### config.mk
export PLATFORM = sky130hd
export DESIGN_NAME = icout_top
export DESIGN_NICKNAME = d
export VERILOG_FILES = /design/src/verilog/icout_slew_timer.v /design/src/verilog/icout_commutate.v /design/src/verilog/icout_top.v
export VERILOG_INCLUDE_DIRS = /design/src /design/src/include
export SDC_FILE = /design/constraint.sdc
export NUM_CORES = 1
export LEC_CHECK = 0
export ABC_CLOCK_PERIOD_IN_PS = 7200
export BUFFER_PORTS_ARGS = -buffer_cell sky130_fd_sc_hd__buf_2
export CAP_MARGIN = 20
export CELL_PAD_IN_SITES_DETAIL_PLACEMENT = 1
export CELL_PAD_IN_SITES_GLOBAL_PLACEMENT = 1
export CORE_ASPECT_RATIO = 1.1
export CORE_MARGIN = 5
export CORE_UTILIZATION = 30
export DETAILED_ROUTE_END_ITERATION = 7
export PLACE_DENSITY_LB_ADDON = 0.1
export SETUP_SLACK_MARGIN = 0.05
export SLEW_MARGIN = 20
export SYNTH_ARGS = -nofsm -noshare
export SYNTH_HDL_FRONTEND = slang
export SYNTH_SLANG_ARGS = --single-unit
### constraint.sdc
create_clock -name i_clk -period 7.2 [get_ports i_clk]
set_input_delay 0.36 -clock i_clk [delete_from_list [all_inputs] [get_ports i_clk]]
set_output_delay 0.36 -clock i_clk [all_outputs]
set_load 0.03 [all_outputs]
### src/include/icout_regs.vh
// constants for the incremental / commutation output block
// Overview of operation
// - three shared pins carry quadrature plus index or commutation, by protocol bit
// - enable bit turns the selected outputs on or off
// - codes 0 to 14 give 2^(14-code) quadrature cycles per revolution
// - in commutation mode the code plus one is the pole-pair count
// - too fast rotation may skip a quadrature state unless slew limited
// - invert bit flips all three pin levels in both modes
// - index pulse once per revolution marks the zero position
// - index pulse width is one of four settings
// - during power-on delay the quadrature output is held in the error state; commutation output is not held
// - catch-up steps the shorter way, at most half a turn of states
// - after catch-up the output tracks the angle normally
// - zero slew limit skips catch-up and follows the angle directly
// - nonzero slew limit counts up after reset or error state
// - suppress bit with error reporting skips count-up after reset
// - quadrature states 00,01,11,10 advance with increasing angle
// - nonzero slew limit sets minimum hold time of each state
// - zero lies on index rising edge going up, falling edge going down
`ifndef ICOUT_REGS_VH
`define ICOUT_REGS_VH
`define ICOUT_ANGLE_W 16
`define ICOUT_SLEW_W 6
`define ICOUT_RES_MAX 4'hE
`define ICOUT_SLEW_BASE_NS 125
`define ICOUT_CLK_NS 25
`define ICOUT_SLEW_STEP_CYC ((`ICOUT_SLEW_BASE_NS + `ICOUT_CLK_NS - 1) / `ICOUT_CLK_NS)
`define ICOUT_PO_DELAY_US 16000
`define ICOUT_PO_DELAY_CYC (`ICOUT_PO_DELAY_US * 1000 / `ICOUT_CLK_NS)
`endif

### src/verilog/icout_slew_timer.v
// minimum state hold timer for quadrature steps
`timescale 1ns/100ps
`include "icout_regs.vh"
module icout_slew_timer
(
	input wire i_clk,
	input wire i_rst_n,
	input wire [5:0] i_slew,
	input wire i_step,
	output wire o_ready
);
	localparam STEP = `ICOUT_SLEW_STEP_CYC;
	reg [11:0] cnt_r;
	reg [11:0] cnt_nxt;
	// hold time (slew + 1) * base step, restarted by each step
	always @*
	begin
		cnt_nxt = cnt_r;
		if (i_step)
			cnt_nxt = (({6'h00, i_slew} + 12'h001) * STEP[11:0]) - 12'h001;
		else if (cnt_r != 12'h000)
			cnt_nxt = cnt_r - 12'h001;
	end
	always @(posedge i_clk or negedge i_rst_n)
	begin
		if (!i_rst_n)
			cnt_r <= 12'h000;
		else
			cnt_r <= cnt_nxt;
	end
	assign o_ready = (cnt_r == 12'h000);
endmodule // icout_slew_timer

### src/verilog/icout_commutate.v
// commutation sector decoder for one to sixteen pole pairs
`timescale 1ns/100ps
`include "icout_regs.vh"
module icout_commutate
(
	input wire [15:0] i_angle,
	input wire [3:0] i_code,
	output wire [2:0] o_uvw
);
	wire [20:0] elec;
	wire [2:0] sector;
	wire [18:0] prod;
	// electrical angle = mechanical angle * pole pairs, low 16 bits
	assign elec = {5'h00, i_angle} * ({17'h00000, i_code} + 21'h000001);
	// six sectors per electrical turn
	// six times a full turn needs nineteen bits
	assign prod = {3'h0, elec[15:0]} * 19'h00006;
	assign sector = prod[18:16];
	assign o_uvw = (sector == 3'h0) ? 3'b100 :
		(sector == 3'h1) ? 3'b110 :
		(sector == 3'h2) ? 3'b010 :
		(sector == 3'h3) ? 3'b011 :
		(sector == 3'h4) ? 3'b001 : 3'b101;
endmodule // icout_commutate

### src/verilog/icout_top.v
// incremental quadrature / commutation output generator
`timescale 1ns/100ps
`include "icout_regs.vh"
module icout_top
#(
	parameter PO_DELAY_CYC = `ICOUT_PO_DELAY_CYC
)
(
	input wire i_clk,
	input wire i_rst_n,
	input wire [15:0] i_angle,
	input wire i_output_protocol_select,
	input wire i_incremental_output_enable,
	input wire [3:0] i_output_resolution_code,
	input wire i_output_polarity_invert,
	input wire [1:0] i_index_width_select,
	input wire [5:0] i_edge_slew_limit,
	input wire i_startup_countup_suppress,
	input wire i_error_report_enable,
	input wire i_error,
	output reg [2:0] o_pins,
	output wire o_slew_active,
	output wire o_catchup_busy
);
	localparam ST_DELAY = 2'd0;
	localparam ST_CATCH = 2'd1;
	localparam ST_RUN = 2'd2;
	reg [1:0] st_r;
	reg [1:0] st_nxt;
	reg [31:0] dly_r;
	reg [15:0] pos_r;
	reg [15:0] pos_nxt;
	wire [15:0] tgt;
	wire [15:0] diff;
	wire [15:0] unit;
	wire ready;
	wire step;
	wire want_up;
	wire want_dn;
	wire [2:0] commutation_output;
	reg [1:0] ab;
	reg idx;
	reg [2:0] raw;
	wire err_hold;

	// position step size per quadrature state
	function [15:0] step_unit;
		input [3:0] code;
		begin
			if (code > `ICOUT_RES_MAX)
				step_unit = 16'h0001;
			else
				step_unit = 16'h0001 << code;
		end
	endfunction

	////////////////////////////////////////////////////////////////////
	// target in quadrature-state units
	assign unit = step_unit(i_output_resolution_code);
	// aligned to the top so the sign bit marks half a turn
	assign tgt = i_angle & ~(unit - 16'h0001);
	assign diff = tgt - (pos_r & ~(unit - 16'h0001));
	assign want_up = (diff != 16'h0000) && !diff[15];
	assign want_dn = diff[15];
	assign err_hold = i_error && i_error_report_enable;
	assign step = (st_r != ST_DELAY) && ready && (want_up || want_dn);

	icout_slew_timer u_slew
	(
		.i_clk(i_clk),
		.i_rst_n(i_rst_n),
		.i_slew(i_edge_slew_limit),
		.i_step(step),
		.o_ready(ready)
	);

	icout_commutate u_comm
	(
		.i_angle(i_angle),
		.i_code(i_output_resolution_code),
		.o_uvw(commutation_output)
	);

	////////////////////////////////////////////////////////////////////
	// startup and error sequencing
	always @*
	begin
		st_nxt = st_r;
		case (st_r)
			ST_DELAY:
				if (dly_r == 32'h0 && !err_hold)
				begin
					if (i_edge_slew_limit == 6'h00)
						st_nxt = ST_RUN;
					else if (i_startup_countup_suppress && i_error_report_enable)
						st_nxt = ST_RUN;
					else
						st_nxt = ST_CATCH;
				end
			ST_CATCH:
				if (err_hold)
					st_nxt = ST_DELAY;
				else if (diff == 16'h0000)
					st_nxt = ST_RUN;
			ST_RUN:
				if (err_hold)
					st_nxt = ST_DELAY;
			default:
				st_nxt = ST_DELAY;
		endcase
	end

	// position: jump when unlimited or on a suppressed start, else one state per hold time
	always @*
	begin
		pos_nxt = pos_r;
		if (st_r == ST_DELAY)
		begin
			if (st_nxt == ST_RUN)
				pos_nxt = i_angle;
		end
		else if (i_edge_slew_limit == 6'h00 && st_r == ST_RUN)
			pos_nxt = i_angle;
		else if (step && want_up)
			pos_nxt = pos_r + unit;
		else if (step && want_dn)
			pos_nxt = pos_r - unit;
	end

	always @(posedge i_clk or negedge i_rst_n)
	begin
		if (!i_rst_n)
		begin
			st_r <= ST_DELAY;
			dly_r <= 32'h0;
			pos_r <= 16'h0000;
		end
		else
		begin
			st_r <= st_nxt;
			pos_r <= pos_nxt;
			if (st_r != ST_DELAY && st_nxt == ST_DELAY)
				dly_r <= PO_DELAY_CYC;
			else if (dly_r != 32'h0)
				dly_r <= dly_r - 32'h1;
		end
	end

	// pins are held low at the first edge after reset
	reg armed_r;
	always @(posedge i_clk or negedge i_rst_n)
	begin
		if (!i_rst_n)
			armed_r <= 1'b0;
		else
			armed_r <= 1'b1;
	end

	////////////////////////////////////////////////////////////////////
	// quadrature and index decode from the position
	always @*
	begin
		case (pos_r[i_output_resolution_code +: 2] & 2'b11)
			2'd0: ab = 2'b00;
			2'd1: ab = 2'b01;
			2'd2: ab = 2'b11;
			default: ab = 2'b10;
		endcase
		// index high from zero for select plus one states, rising edge at zero
		case (i_index_width_select)
			2'd0: idx = ((pos_r >> i_output_resolution_code) == 16'h0000);
			2'd1: idx = ((pos_r >> i_output_resolution_code) <= 16'h0001);
			2'd2: idx = ((pos_r >> i_output_resolution_code) <= 16'h0002);
			default: idx = ((pos_r >> i_output_resolution_code) <= 16'h0003);
		endcase
		if (i_output_protocol_select)
			raw = commutation_output;
		else
			raw = {ab, idx};
	end

	// registered pins, low when disabled or before the first edge, at the invert level when held
	always @(posedge i_clk or negedge i_rst_n)
	begin
		if (!i_rst_n)
			o_pins <= 3'h0;
		else if (!i_incremental_output_enable || !armed_r)
			o_pins <= 3'h0;
		else if (st_r == ST_DELAY && !i_output_protocol_select)
			o_pins <= {3{i_output_polarity_invert}};
		else
			o_pins <= raw ^ {3{i_output_polarity_invert}};
	end

	assign o_slew_active = step && (st_r == ST_RUN) &&
		((diff > unit) && !diff[15] ||
		(diff < (16'h0000 - unit)) && diff[15]);
	assign o_catchup_busy = (st_r == ST_CATCH);
endmodule // icout_top

; ---- Word level (Yosys, flattened, before mapping)
; Index checks and enable logic that the tools add are counted.
[op_classes]
addsub = 10
multipliers = 3
order_cmp = 6
n_eq_ne = 12
n_shift = 3
n_mux = 27
bitwise = 4
reduce_logical = 41
[ops]
columns = op, n
row1 = 16-bit 2-to-1 mux, 6
row2 = 32-bit 2-to-1 mux, 2
row3 = 16-bit AND, 2
row4 = "16-bit by 2-bit less-or-equal comparator with 1-bit output, second input constant", 2
row5 = 16-bit logical NOT, 2
row6 = 32-bit logical NOT, 1
row7 = 32-bit nonzero test, 1
row8 = 16-bit subtractor, 2
row9 = "32-bit by 1-bit subtractor with 32-bit output, second input constant", 1
row10 = 12-bit 2-to-1 mux, 2
row11 = 3-bit 2-to-1 mux, 8
row12 = "12-bit by 1-bit subtractor with 12-bit output, second input constant", 2
row13 = 16-bit by 21-bit multiplier with 16-bit output, 1
row14 = "16-bit by 2-bit multiplier with 18-bit output, second input constant", 1
row15 = 16-bit adder, 1
row16 = 16-bit > comparator, 1
row17 = "16-bit by 1-bit less-or-equal comparator with 1-bit output, second input constant", 1
row18 = 16-bit < comparator, 1
row19 = 16-bit NOT, 1
row20 = 16-bit nonzero test, 1
row21 = 16-bit by 5-bit variable part select with 2-bit output, 1
row22 = "1-bit by 4-bit << shifter with 16-bit output, first input constant", 1
row23 = 16-bit by 4-bit >> shifter with 16-bit output, 1
row24 = "1-bit by 16-bit subtractor with 16-bit output, first input constant", 1
row25 = 26 further kinds, 63
[totals]
ff_bits = 66
input_bits = 36
output_inout_bits = 5
word_cells = 112

; ---- Depth between registers and ports, before layout
; Gate-level depths: netlist (run 1).
[depth]
depth_word = 15
ltp_mapped = 40
ltp_nobuf = 35

; ---- By module
; A second synthesis (run 1) with hierarchy kept.
[hier_totals]
cells_unflattened = 1238
hier_area_um2 = 9899.5
[modules_own_cells]
columns = mod, n_inst, cells_each, area_per_inst_um2, seq_area_each_um2
row1 = icout_top, 1, 778, 6134.6, 1351.3
row2 = icout_commutate, 1, 294, 2392.3, 0.0
row3 = icout_slew_timer, 1, 166, 1372.6, 300.3

; ---- Least setup slack after synthesis (run 1)
; Ideal clock, no wire load.
[synth_timing]
kind = input -> register
startpoint = in i_output_resolution_code[0]
endpoint = reg pos_r[14]
setup_time_ns = 0.125
arrival_time_ns = 7.889
t_required_ns = 7.075
slack_ns = -0.814
stages = 34
path_buffers = 4
cell_sequence = clkbuf_1 > clkinv_1 > clkbuf_1 > ha_1 > clkbuf_1 > nor3_1 > a21o_1 > inv_1 > ha_1 > and2_1 > fa_1 > a21o_1 > a21oi_1 > xnor2_1 > or4b_1 > a2111o_1 > or4_4 > or3_4 > and3_1 > buf_2 > nor2_2 > xnor2_1 > ha_1 > nor2b_1 > o21ai_0 > nand2b_1 > a31oi_1 > o21bai_1 > a21oi_1 > o21ai_0 > a2111oi_0 > or4_1 > nand4_1 > mux2_2
[synth_via]
elab_chain_cells = 14
word_cells_on_any_way = 29
cone_classes = add/sub: 4 / order compare: 1 / eq/ne: 2 / shift: 1 / mux: 8 / bitwise: 3 / reduce/logical: 10
[synth_rtl]
columns = element, line
row1 = "start, declared", icout_top.v:14  ; input wire [3:0] i_output_resolution_code,
row2 = 4-bit > comparator (no line) / 1-bit by 4-bit << shifter with 16-bit output (equally long branches), -
row3 = 16-bit 2-to-1 mux (*), icout_top.v:50  ; if (code > `ICOUT_RES_MAX)
row4 = branches (longest 12 deep; another with 16-bit by 1-bit subtractor with 16-bit output), -
row5 = "end signal, assigned", icout_top.v:141  ; pos_r <= pos_nxt;
row6 = "end, declared", icout_top.v:31  ; reg [15:0] pos_r;
; Every way passes the cells marked *. The select of a mux whose other input is x is not followed.
; A chain may end at the register's enable or synchronous reset.

; ---- Final worst setup path (run 1)
; Ends and elaborated chain as after synthesis.

==> results of run 1 <==
-- final cells by class --
cell class                 count  share of cell area, %
multi-input combinational   1037                   69.2
inverter                      89                   2.95
tap                          426                   4.69
timing repair buffer         108                   6.31
sequential                    66                   14.5
clock inverter                 3                  0.154
antenna                        1                 0.0220
clock buffer                  11                   2.13
-- power breakdown --
group / internal [mW] / switching, mW
clock: 0.238 / 0.174
sequential: 0.469 / 0.149
combinational: 1.14 / 1.34
-- flip-flops by register name (all words and copies together) (netlist names) --
name and cells:
armed_r 1, st_r 2, dly_r 32, u_slew.cnt_r 12
pos_r 16, o_pins 3
-- layer usage --
metal  up-vias  wire length, um
li1       4430                -
met1      4354            14000
met2        65            15300
met3        19              536
met4         0              287
met5         -                0
-- cell usage after synthesis (7+ instances only) --
| library cell | count |
|---|---|
| mux2i_1 | 9 |
| or4_1 | 9 |
| nand2_1 | 102 |
| xor2_1 | 42 |
| nand2b_1 | 15 |
| and3_1 | 15 |
| a211oi_1 | 7 |
| or2_2 | 8 |
| nand3_1 | 20 |
| or3_1 | 17 |
| xnor2_1 | 66 |
| a31oi_1 | 9 |
| a21o_1 | 23 |
| nor3_1 | 40 |
| inv_1 | 88 |
| and2_1 | 42 |
| o21bai_1 | 8 |
| ha_1 | 125 |
| fa_1 | 40 |
| o21ai_0 | 49 |
| a21oi_1 | 81 |
| nor2b_1 | 47 |
| nand4_1 | 8 |
| clkbuf_1 | 29 |
| nor2_1 | 119 |
| dfrtp_1 | 66 |
| o21a_1 | 30 |
| o211ai_1 | 8 |
-- worst min-delay path by stage --
stage                                     start          endpoint  slack (ns)  cells after the start
floorplan                               i_rst_n           armed_r        0.06                      0
detailed placement             u_slew.cnt_r[10]  u_slew.cnt_r[10]        0.53                      1
global placement                        armed_r         o_pins[0]        0.52                      1
global route        i_incremental_output_enable         o_pins[0]        0.29                      2
CTS                                     i_rst_n         dly_r[28]        0.27                      2
finish                                  i_rst_n         dly_r[26]        0.23                      2
-- cells by family after synthesis --
| family | Yosys count | share of synthesized area, % |
|---|---|---|
| AO/OA/AOI/OAI | 266 | 17.6 |
| XOR/XNOR | 110 | 9.87 |
| adder cells (fa/ha/maj) | 165 | 23.8 |
| buffers and inverters | 125 | 4.91 |
| flip-flops | 66 | 16.7 |
| multiplexers | 19 | 2.50 |
| other | 1 | 0.0378 |
| AND/OR/NAND/NOR | 476 | 24.5 |
-- stage by stage --
step / setup slack, ns / cells / instance area (um2) / hold slack, ns / total power, mW
finish: 0.443 / 1741 / 11400 / 0.228 / 3.51
global route: 0.0614 / 1740 / 11400 / 0.293 / 3.89
global placement: 0.102 / 1725 / 11100 / 0.517 / 3.08
CTS: 0.311 / 1739 / 11300 / 0.273 / 3.55
floorplan: 0.0506 / 1228 / 9980 / 0.0644 / 2.39
detailed placement: 0.000173 / 1725 / 11100 / 0.525 / 3.10
-- critical path, delay by kind of cell --
kind	cells	cell delay, ns
and+or+nand+nor	12	2.85
AOI/OAI and AO/OA	11	1.89
adders and majority gates	4	1.19
muxes	1	0.14
buffers and inverters	3	0.31
xor gates and xnor gates	2	0.29
-- placed cells by master, fill, tap and decap left out, drive strengths merged, types with 4 or more instances in the layout --
cell | Yosys | routed
mux2i | 9 | 9
o21a | 30 | 30
or3 | 18 | 18
or2 | 9 | 9
nor4 | 4 | 4
nand3 | 20 | 20
nand2b | 15 | 15
dfrtp | 66 | 66
mux2 | 6 | 6
clkbuf | 29 | 11
a21o | 23 | 23
o21ai | 51 | 51
o211ai | 8 | 8
o22ai | 4 | 4
inv | 88 | 88
xnor2 | 68 | 68
a2111o | 4 | 4
buf | 7 | 108
a211oi | 11 | 11
a21oi | 81 | 81
or4 | 10 | 10
nand2 | 104 | 104
a31oi | 10 | 10
nor3 | 41 | 41
nor3b | 6 | 6
o21bai | 8 | 8
nand4 | 8 | 8
fa | 40 | 40
nand3b | 6 | 6
a2111oi | 4 | 4
and2 | 44 | 44
nor2 | 123 | 123
mux4 | 4 | 4
and3 | 15 | 15
ha | 125 | 125
nor2b | 47 | 47
xor2 | 42 | 42
==> summary.md, run 1 <==
| Metric | Value |
|---|---|
| Synth area leaders | `dfrtp_1 (17%), ha_1 (16%), fa_1 (8.1%), xnor2_1 (5.8%), nor2_1 (4.5%)` |
| First-pass GRT wire length | `49700 um` |
| Register area share after synthesis | `between 15 and 20%` |
| Setup_tns | `0 ns` |
| F_max | `148 MHz` |
| Tcrit/Tclk final | `93.9%` |
| Antenna viol nets, final | `0` |
| Multi-input logic area | `roughly 8000 um2` |
| Yosys top cell by area | `dfrtp_1` |
| Clk_lat worst skew | `0.34 ns` |
| Worst Hold Class | `input port to asynchronous set/reset pin` |
| Pwr/cell area | `slightly above 300 nW/um2` |
| Reg area | `approximately 1700 um2` |
| M3 GR Usage | `1.78%` |
| CP max stage delay | `between 0.5 and 0.6 ns` |
| Netlist cell types | `80` |
| TritonCTS Buffers | `9` |
| Post-CTS setup buffers | `0` |
| DR iter-0 viols | `332` |
| Register bit total from synthesis | `between 60 and 70` |
| Largest net degree at the start of global routing | `67` |
| Core Util, Final | `about a third` |
| Clock sink total | `66` |
| 1st-pass router iterations | `6` |
| DRC Markers | `0` |
| Total global routing overflow | `0` |
| Reg clk slew, reported paths | `0.05 ns` |
| Via Count | `8868` |
| Post-synth EDFFs | `0` |
| Post-synth top area share | `between 10% and 20%` |
| Layout Skew | `around 0.014 ns` |
| Final wirelength | `30100 um` |
| Layout net count | `approximately 1500` |
| Syn Inst Count | `~1200` |
| Endpoint class of the critical path | `register` |
| Post-synth top flop | `dfrtp_1` |
| Critical path class | `input port to register` |
| Die extent in y | `201 um` |
| Vias per inst | `a little over 5` |
| Port Buf Inserts | `40` |
| Reg2reg end | `pos_r[14]` |
| Global-route track usage on met2 | `just over 30%` |
| Initial antenna violation count | `1` |
| Mapped Area | `just under 10000 um2` |
| Vias in the first global route | `9368` |
| Slew margin rel. | `~39%` |
| I/O Pins | `41` |
| Slowest stage cell, crit path | `or4_1` |
| Warnings, synthesis | `0` |
| Routability congestion estimate | `around 0.84` |
| Core area | `32500 um2` |
| Syn-to-layout area delta | `14.7%` |
| Fin. max-slew vios | `0` |
| Setup-failing EPs final | `0` |
| CP endpoint | `pos_r[14]` |
| Critical Path Fanout Max | `6` |
| GRT Util Overall | `16.6%` |
| Unrepaired setup endpoints after global routing | `no` |
| CTS Hold Bufs | `0` |
| VDD IR-drop max | `~0.14 mV` |
| Die X-Extent | `about 180 um` |
| Reg2reg setup slack | `1.01 ns` |
| CTS H-tree lvls | `3` |
| Data required, critical path | `approximately 7.5 ns` |
| Fraction of layout cells with a size suffix above 1 | `about 14%` |
| Reg2reg start | `pos_r[0]` |
| Final Critical Period | `roughly 6.8 ns` |
| CTS tree | `yes` |
| Crit start category | `input port` |
| Final hold violation count | `0` |
| Slew @ Worst Pin | `0.918 ns` |
| Post-synth ARST share | `100%` |
| P_leak | `between 5 and 6 nW` |
| Synth Net Count | `around 1400` |
| Die Area | `between 30000 and 40000 um2` |
| Post-Syn Area per Cell | `between 8 and 9 um2` |
| Status | `finished clean` |
| Routed WL per cell | `about 17 um` |
| Fillers | `just under 4000` |
| Crit path launch | `i_output_resolution_code[0]` |
| Root Driver | `clkbuf_16` |
| Max_cap viols | `0` |
| Crit path DAT | `around 7.0 ns` |
| Met1 GRT Util | `between 20 and 25%` |
| Clock buffer depth | `2` |
| Row cnt | `a little under 70` |
| Initial core utilization | `30.5%` |
| Gr busiest metal | `met2` |
| FF-to-FF path depth | `27` |
| Post_cts resized | `0` |
| Detailed Place HPWL | `approximately 25000 um` |
No activity file was read; power rests on OpenSTA's default activity.
==> run 2, diff against run 1 <==
--- a/config.mk
+++ b/config.mk
@@ -15,6 +15,7 @@
 export CORE_MARGIN = 5
 export CORE_UTILIZATION = 30
 export DETAILED_ROUTE_END_ITERATION = 7
+export HOLD_SLACK_MARGIN = 0.06
 export PLACE_DENSITY_LB_ADDON = 0.1
 export SETUP_SLACK_MARGIN = 0.05
 export SLEW_MARGIN = 20
==> constraint.sdc (replaced) <==
create_clock -name i_clk -period 7.2 [get_ports i_clk]
set_input_delay 1.08 -clock i_clk [delete_from_list [all_inputs] [get_ports i_clk]]
set_output_delay 1.08 -clock i_clk [all_outputs]
set_load 0.03 [all_outputs]
==> run 2 against run 1 <==
Against the previous run:
- the run now ends with setup timing left
- design area up 16%
- worst setup slack worse by 0.45 ns
- sequential cell count unchanged
- critical path depth up 1
- critical endpoint is now pos_r[12]
- largest cell class unchanged
- highest routed layer unchanged
==> summary.md, run 2 (synthesis gave the netlist of run 1 again) <==
| Metric | Value |
|---|---|
| GRT Util Overall | `18.5% (was 16.6%)` |
| Clock buffer depth | `2 (unchanged)` |
| Final hold violation count | `0 (unchanged)` |
| Layout net count | `1671 (was 1512)` |
| Endpoint class of the critical path | `register (unchanged)` |
| Vias in the first global route | `10400 (was 9368)` |
| Pre-CTS setup slack | `-0.808 ns (was 0.000173 ns)` |
| Clock sink total | `66 (unchanged)` |
| CTS H-tree lvls | `3 (unchanged)` |
| Status | `finished with violations (was finished clean)` |
| Syn-to-layout area delta | `33.6% (was 14.7%)` |
| CP max stage delay | `0.49 ns (was 0.54 ns)` |
| Most common cell after layout, fill and taps aside | `buf_4 (was ha_1)` |
| Final Critical Period | `7.21 ns (was 6.76 ns)` |
| CTS tree | `yes (unchanged)` |
| Reg2reg end | `pos_r[12] (was pos_r[14])` |
| Failing checks | `setup timing` |
| Setup-failing EPs final | `2 (was 0)` |
| Root Driver | `clkbuf_16 (unchanged)` |
| Crit start category | `input port (unchanged)` |
| Via Count | `9605 (was 8868)` |
| Row cnt | `69 (unchanged)` |
| Slew margin rel. | `32.0% (was 38.8%)` |
| Hold path cells | `1` |
| Initial core utilization | `30.5% (unchanged)` |
| First-pass GRT wire length | `55100 um (was 49700 um)` |
| Pwr/cell area | `327 nW/um2 (was 309 nW/um2)` |
| Die X-Extent | `183 um (unchanged)` |
| I/O Pins | `41 (unchanged)` |
| Antenna viol nets, final | `0 (unchanged)` |
| Final Power | `4.33 mW (was 3.51 mW)` |
| Reg clk slew, reported paths | `0.05 ns (about the same)` |
| Die extent in y | `201 um (unchanged)` |
| Max reg flops | `32 (unchanged)` |
| Critical path class | `input port to register (unchanged)` |
| 1st-pass router iterations | `4 (was 6)` |
| Fraction of layout cells with a size suffix above 1 | `28.5% (was 13.5%)` |
| Fin. max-slew vios | `0 (unchanged)` |
| Final wirelength | `34000 um (was 30100 um)` |
| Initial antenna violation count | `0 (was 1)` |
| PnR worst setup slack | `-0.00835 ns (was 0.443 ns)` |
| Die Area | `36800 um2 (unchanged)` |
| Slowest stage cell, crit path | `or4_4 (was or4_1)` |
| Clk_lat worst skew | `0.34 ns (about the same)` |
| DP Area | `12200 um2 (was 11100 um2)` |
| DRC Markers | `0 (unchanged)` |
| Worst Hold Class | `register to register (was input port to asynchronous set/reset pin)` |
| Detailed Place HPWL | `28400 um (was 24900 um)` |
| Antenna diode count | `0 (was 1)` |
| Most frequent cells in the layout | `buf_4 (222), nor2_1 (112), ha_1 (102) (was ha_1 (122), nor2_1 (118), nand2_1 (101))` |
| Slew @ Worst Pin | `1.02 ns (was 0.918 ns)` |
| Core area | `32500 um2 (unchanged)` |
| Biggest register | `dly_r (unchanged)` |
| Port Buf Inserts | `40 (unchanged)` |
| TritonCTS Buffers | `9 (unchanged)` |
| Core Util, Final | `40.8% (was 35.0%)` |
| Hold endpoint | `u_slew.cnt_r[10]` |
| Data required, critical path | `7.47 ns (about the same)` |
| Vias per inst | `5.05 (was 5.09)` |
| VDD IR-drop max | `0.168 mV (was 0.137 mV)` |
| Unrepaired setup endpoints after global routing | `yes (was no)` |
| Reg2reg start | `pos_r[0] (unchanged)` |
| Max_cap viols | `0 (unchanged)` |
| Total global routing overflow | `0 (unchanged)` |
| Worst hold margin | `0.516 ns (was 0.228 ns)` |
| Layout Skew | `0.00767 ns (was 0.0142 ns)` |
| DR iter-0 viols | `256 (was 332)` |
| F_max | `139 MHz (was 148 MHz)` |
| Routability congestion estimate | `0.901 (was 0.841)` |
| Reg2reg setup slack | `1.09 ns (was 1.01 ns)` |
| Hold Path Origin | `u_slew.cnt_r[10]` |
| Tcrit/Tclk final | `100% (was 93.9%)` |
| Routed WL per cell | `17.9 um (was 17.3 um)` |
| Post-route design area | `13200 um2 (was 11400 um2)` |
| Top flop regs | `dly_r x32, pos_r x16, u_slew.cnt_r x12 (unchanged)` |
| P_leak | `5.98 nW (was 5.08 nW)` |
| Largest net degree at the start of global routing | `67 (unchanged)` |
| Critical Path Fanout Max | `6 (unchanged)` |
| Crit path DAT | `7.48 ns (was 7.03 ns)` |
| FF-to-FF path depth | `28 (was 27)` |
-- run 2: changes by cell type in the layout (fill, tap and decap cells not counted), sizes merged --
cell / delta
buf: +159
bufinv: +1
clkbuf: +1
diode: -1
-- run 2: per-layer routing --
layer	wire length, um	GRT usage [%]
met3	502	1.49
met2	17800	34.2
met5	0	0
met1	15000	23.1
met4	744	4.82
-- run 2: final cells by class --
cell class                 instances  area [um2]
clock buffer                      12         246
clock inverter                     4        51.3
fill                            3914       19200
inverter                          89         352
multi-input combinational       1037        8440
sequential                        66        1650
tap                              426         533
timing repair buffer             267        1970
-- run 2: per-stage QoR --
stage               cells  setup TNS, ns
finish               1901        -0.0148
global route         1901          -1.39
CTS                  1880              0
detailed placement   1850          -6.91
global placement     1850          -4.98
floorplan            1228         -0.978
-- run 2: repair_timing --
item / 4_1_cts / 5_1_grt
buffers inserted: 14 / 21
endpoints found under the setup margin: 12 / 10
pin swaps: 16 / 33
resized for setup: 53 / 52
hold buffers: 0 / 0
-- run 2: report_power, final --
| part | internal (mW) | switching (mW) |
|---|---|---|
| registers | 0.469 | 0.157 |
| clock network | 0.278 | 0.168 |
| logic | 1.64 | 1.61 |
| total | 2.39 | 1.94 |
-- run 2: worst max path at each step --
stage | end | depth (start not counted) | from | slack (ns)
floorplan | pos_r[14] | 33 | i_output_resolution_code[0] | -0.38
global placement | pos_r[14] | 33 | i_output_resolution_code[1] | -0.66
detailed placement | pos_r[14] | 33 | i_output_resolution_code[1] | -0.81
CTS | pos_r[14] | 34 | i_output_resolution_code[2] | 0.006
global route | pos_r[14] | 35 | i_output_resolution_code[0] | -0.29
finish | pos_r[12] | 34 | i_output_resolution_code[0] | -0.008
-- run 2: critical path: cells and delay by family --
| kind | cells | cell delay [ns] |
|---|---|---|
| adder cells (fa/ha/maj) | 3 | 0.87 |
| buffers and inverters | 4 | 0.49 |
| XOR/XNOR | 1 | 0.22 |
| AND/OR/NAND/NOR | 13 | 2.83 |
| AO/OA/AOI/OAI | 12 | 1.86 |
| multiplexers | 1 | 0.14 |
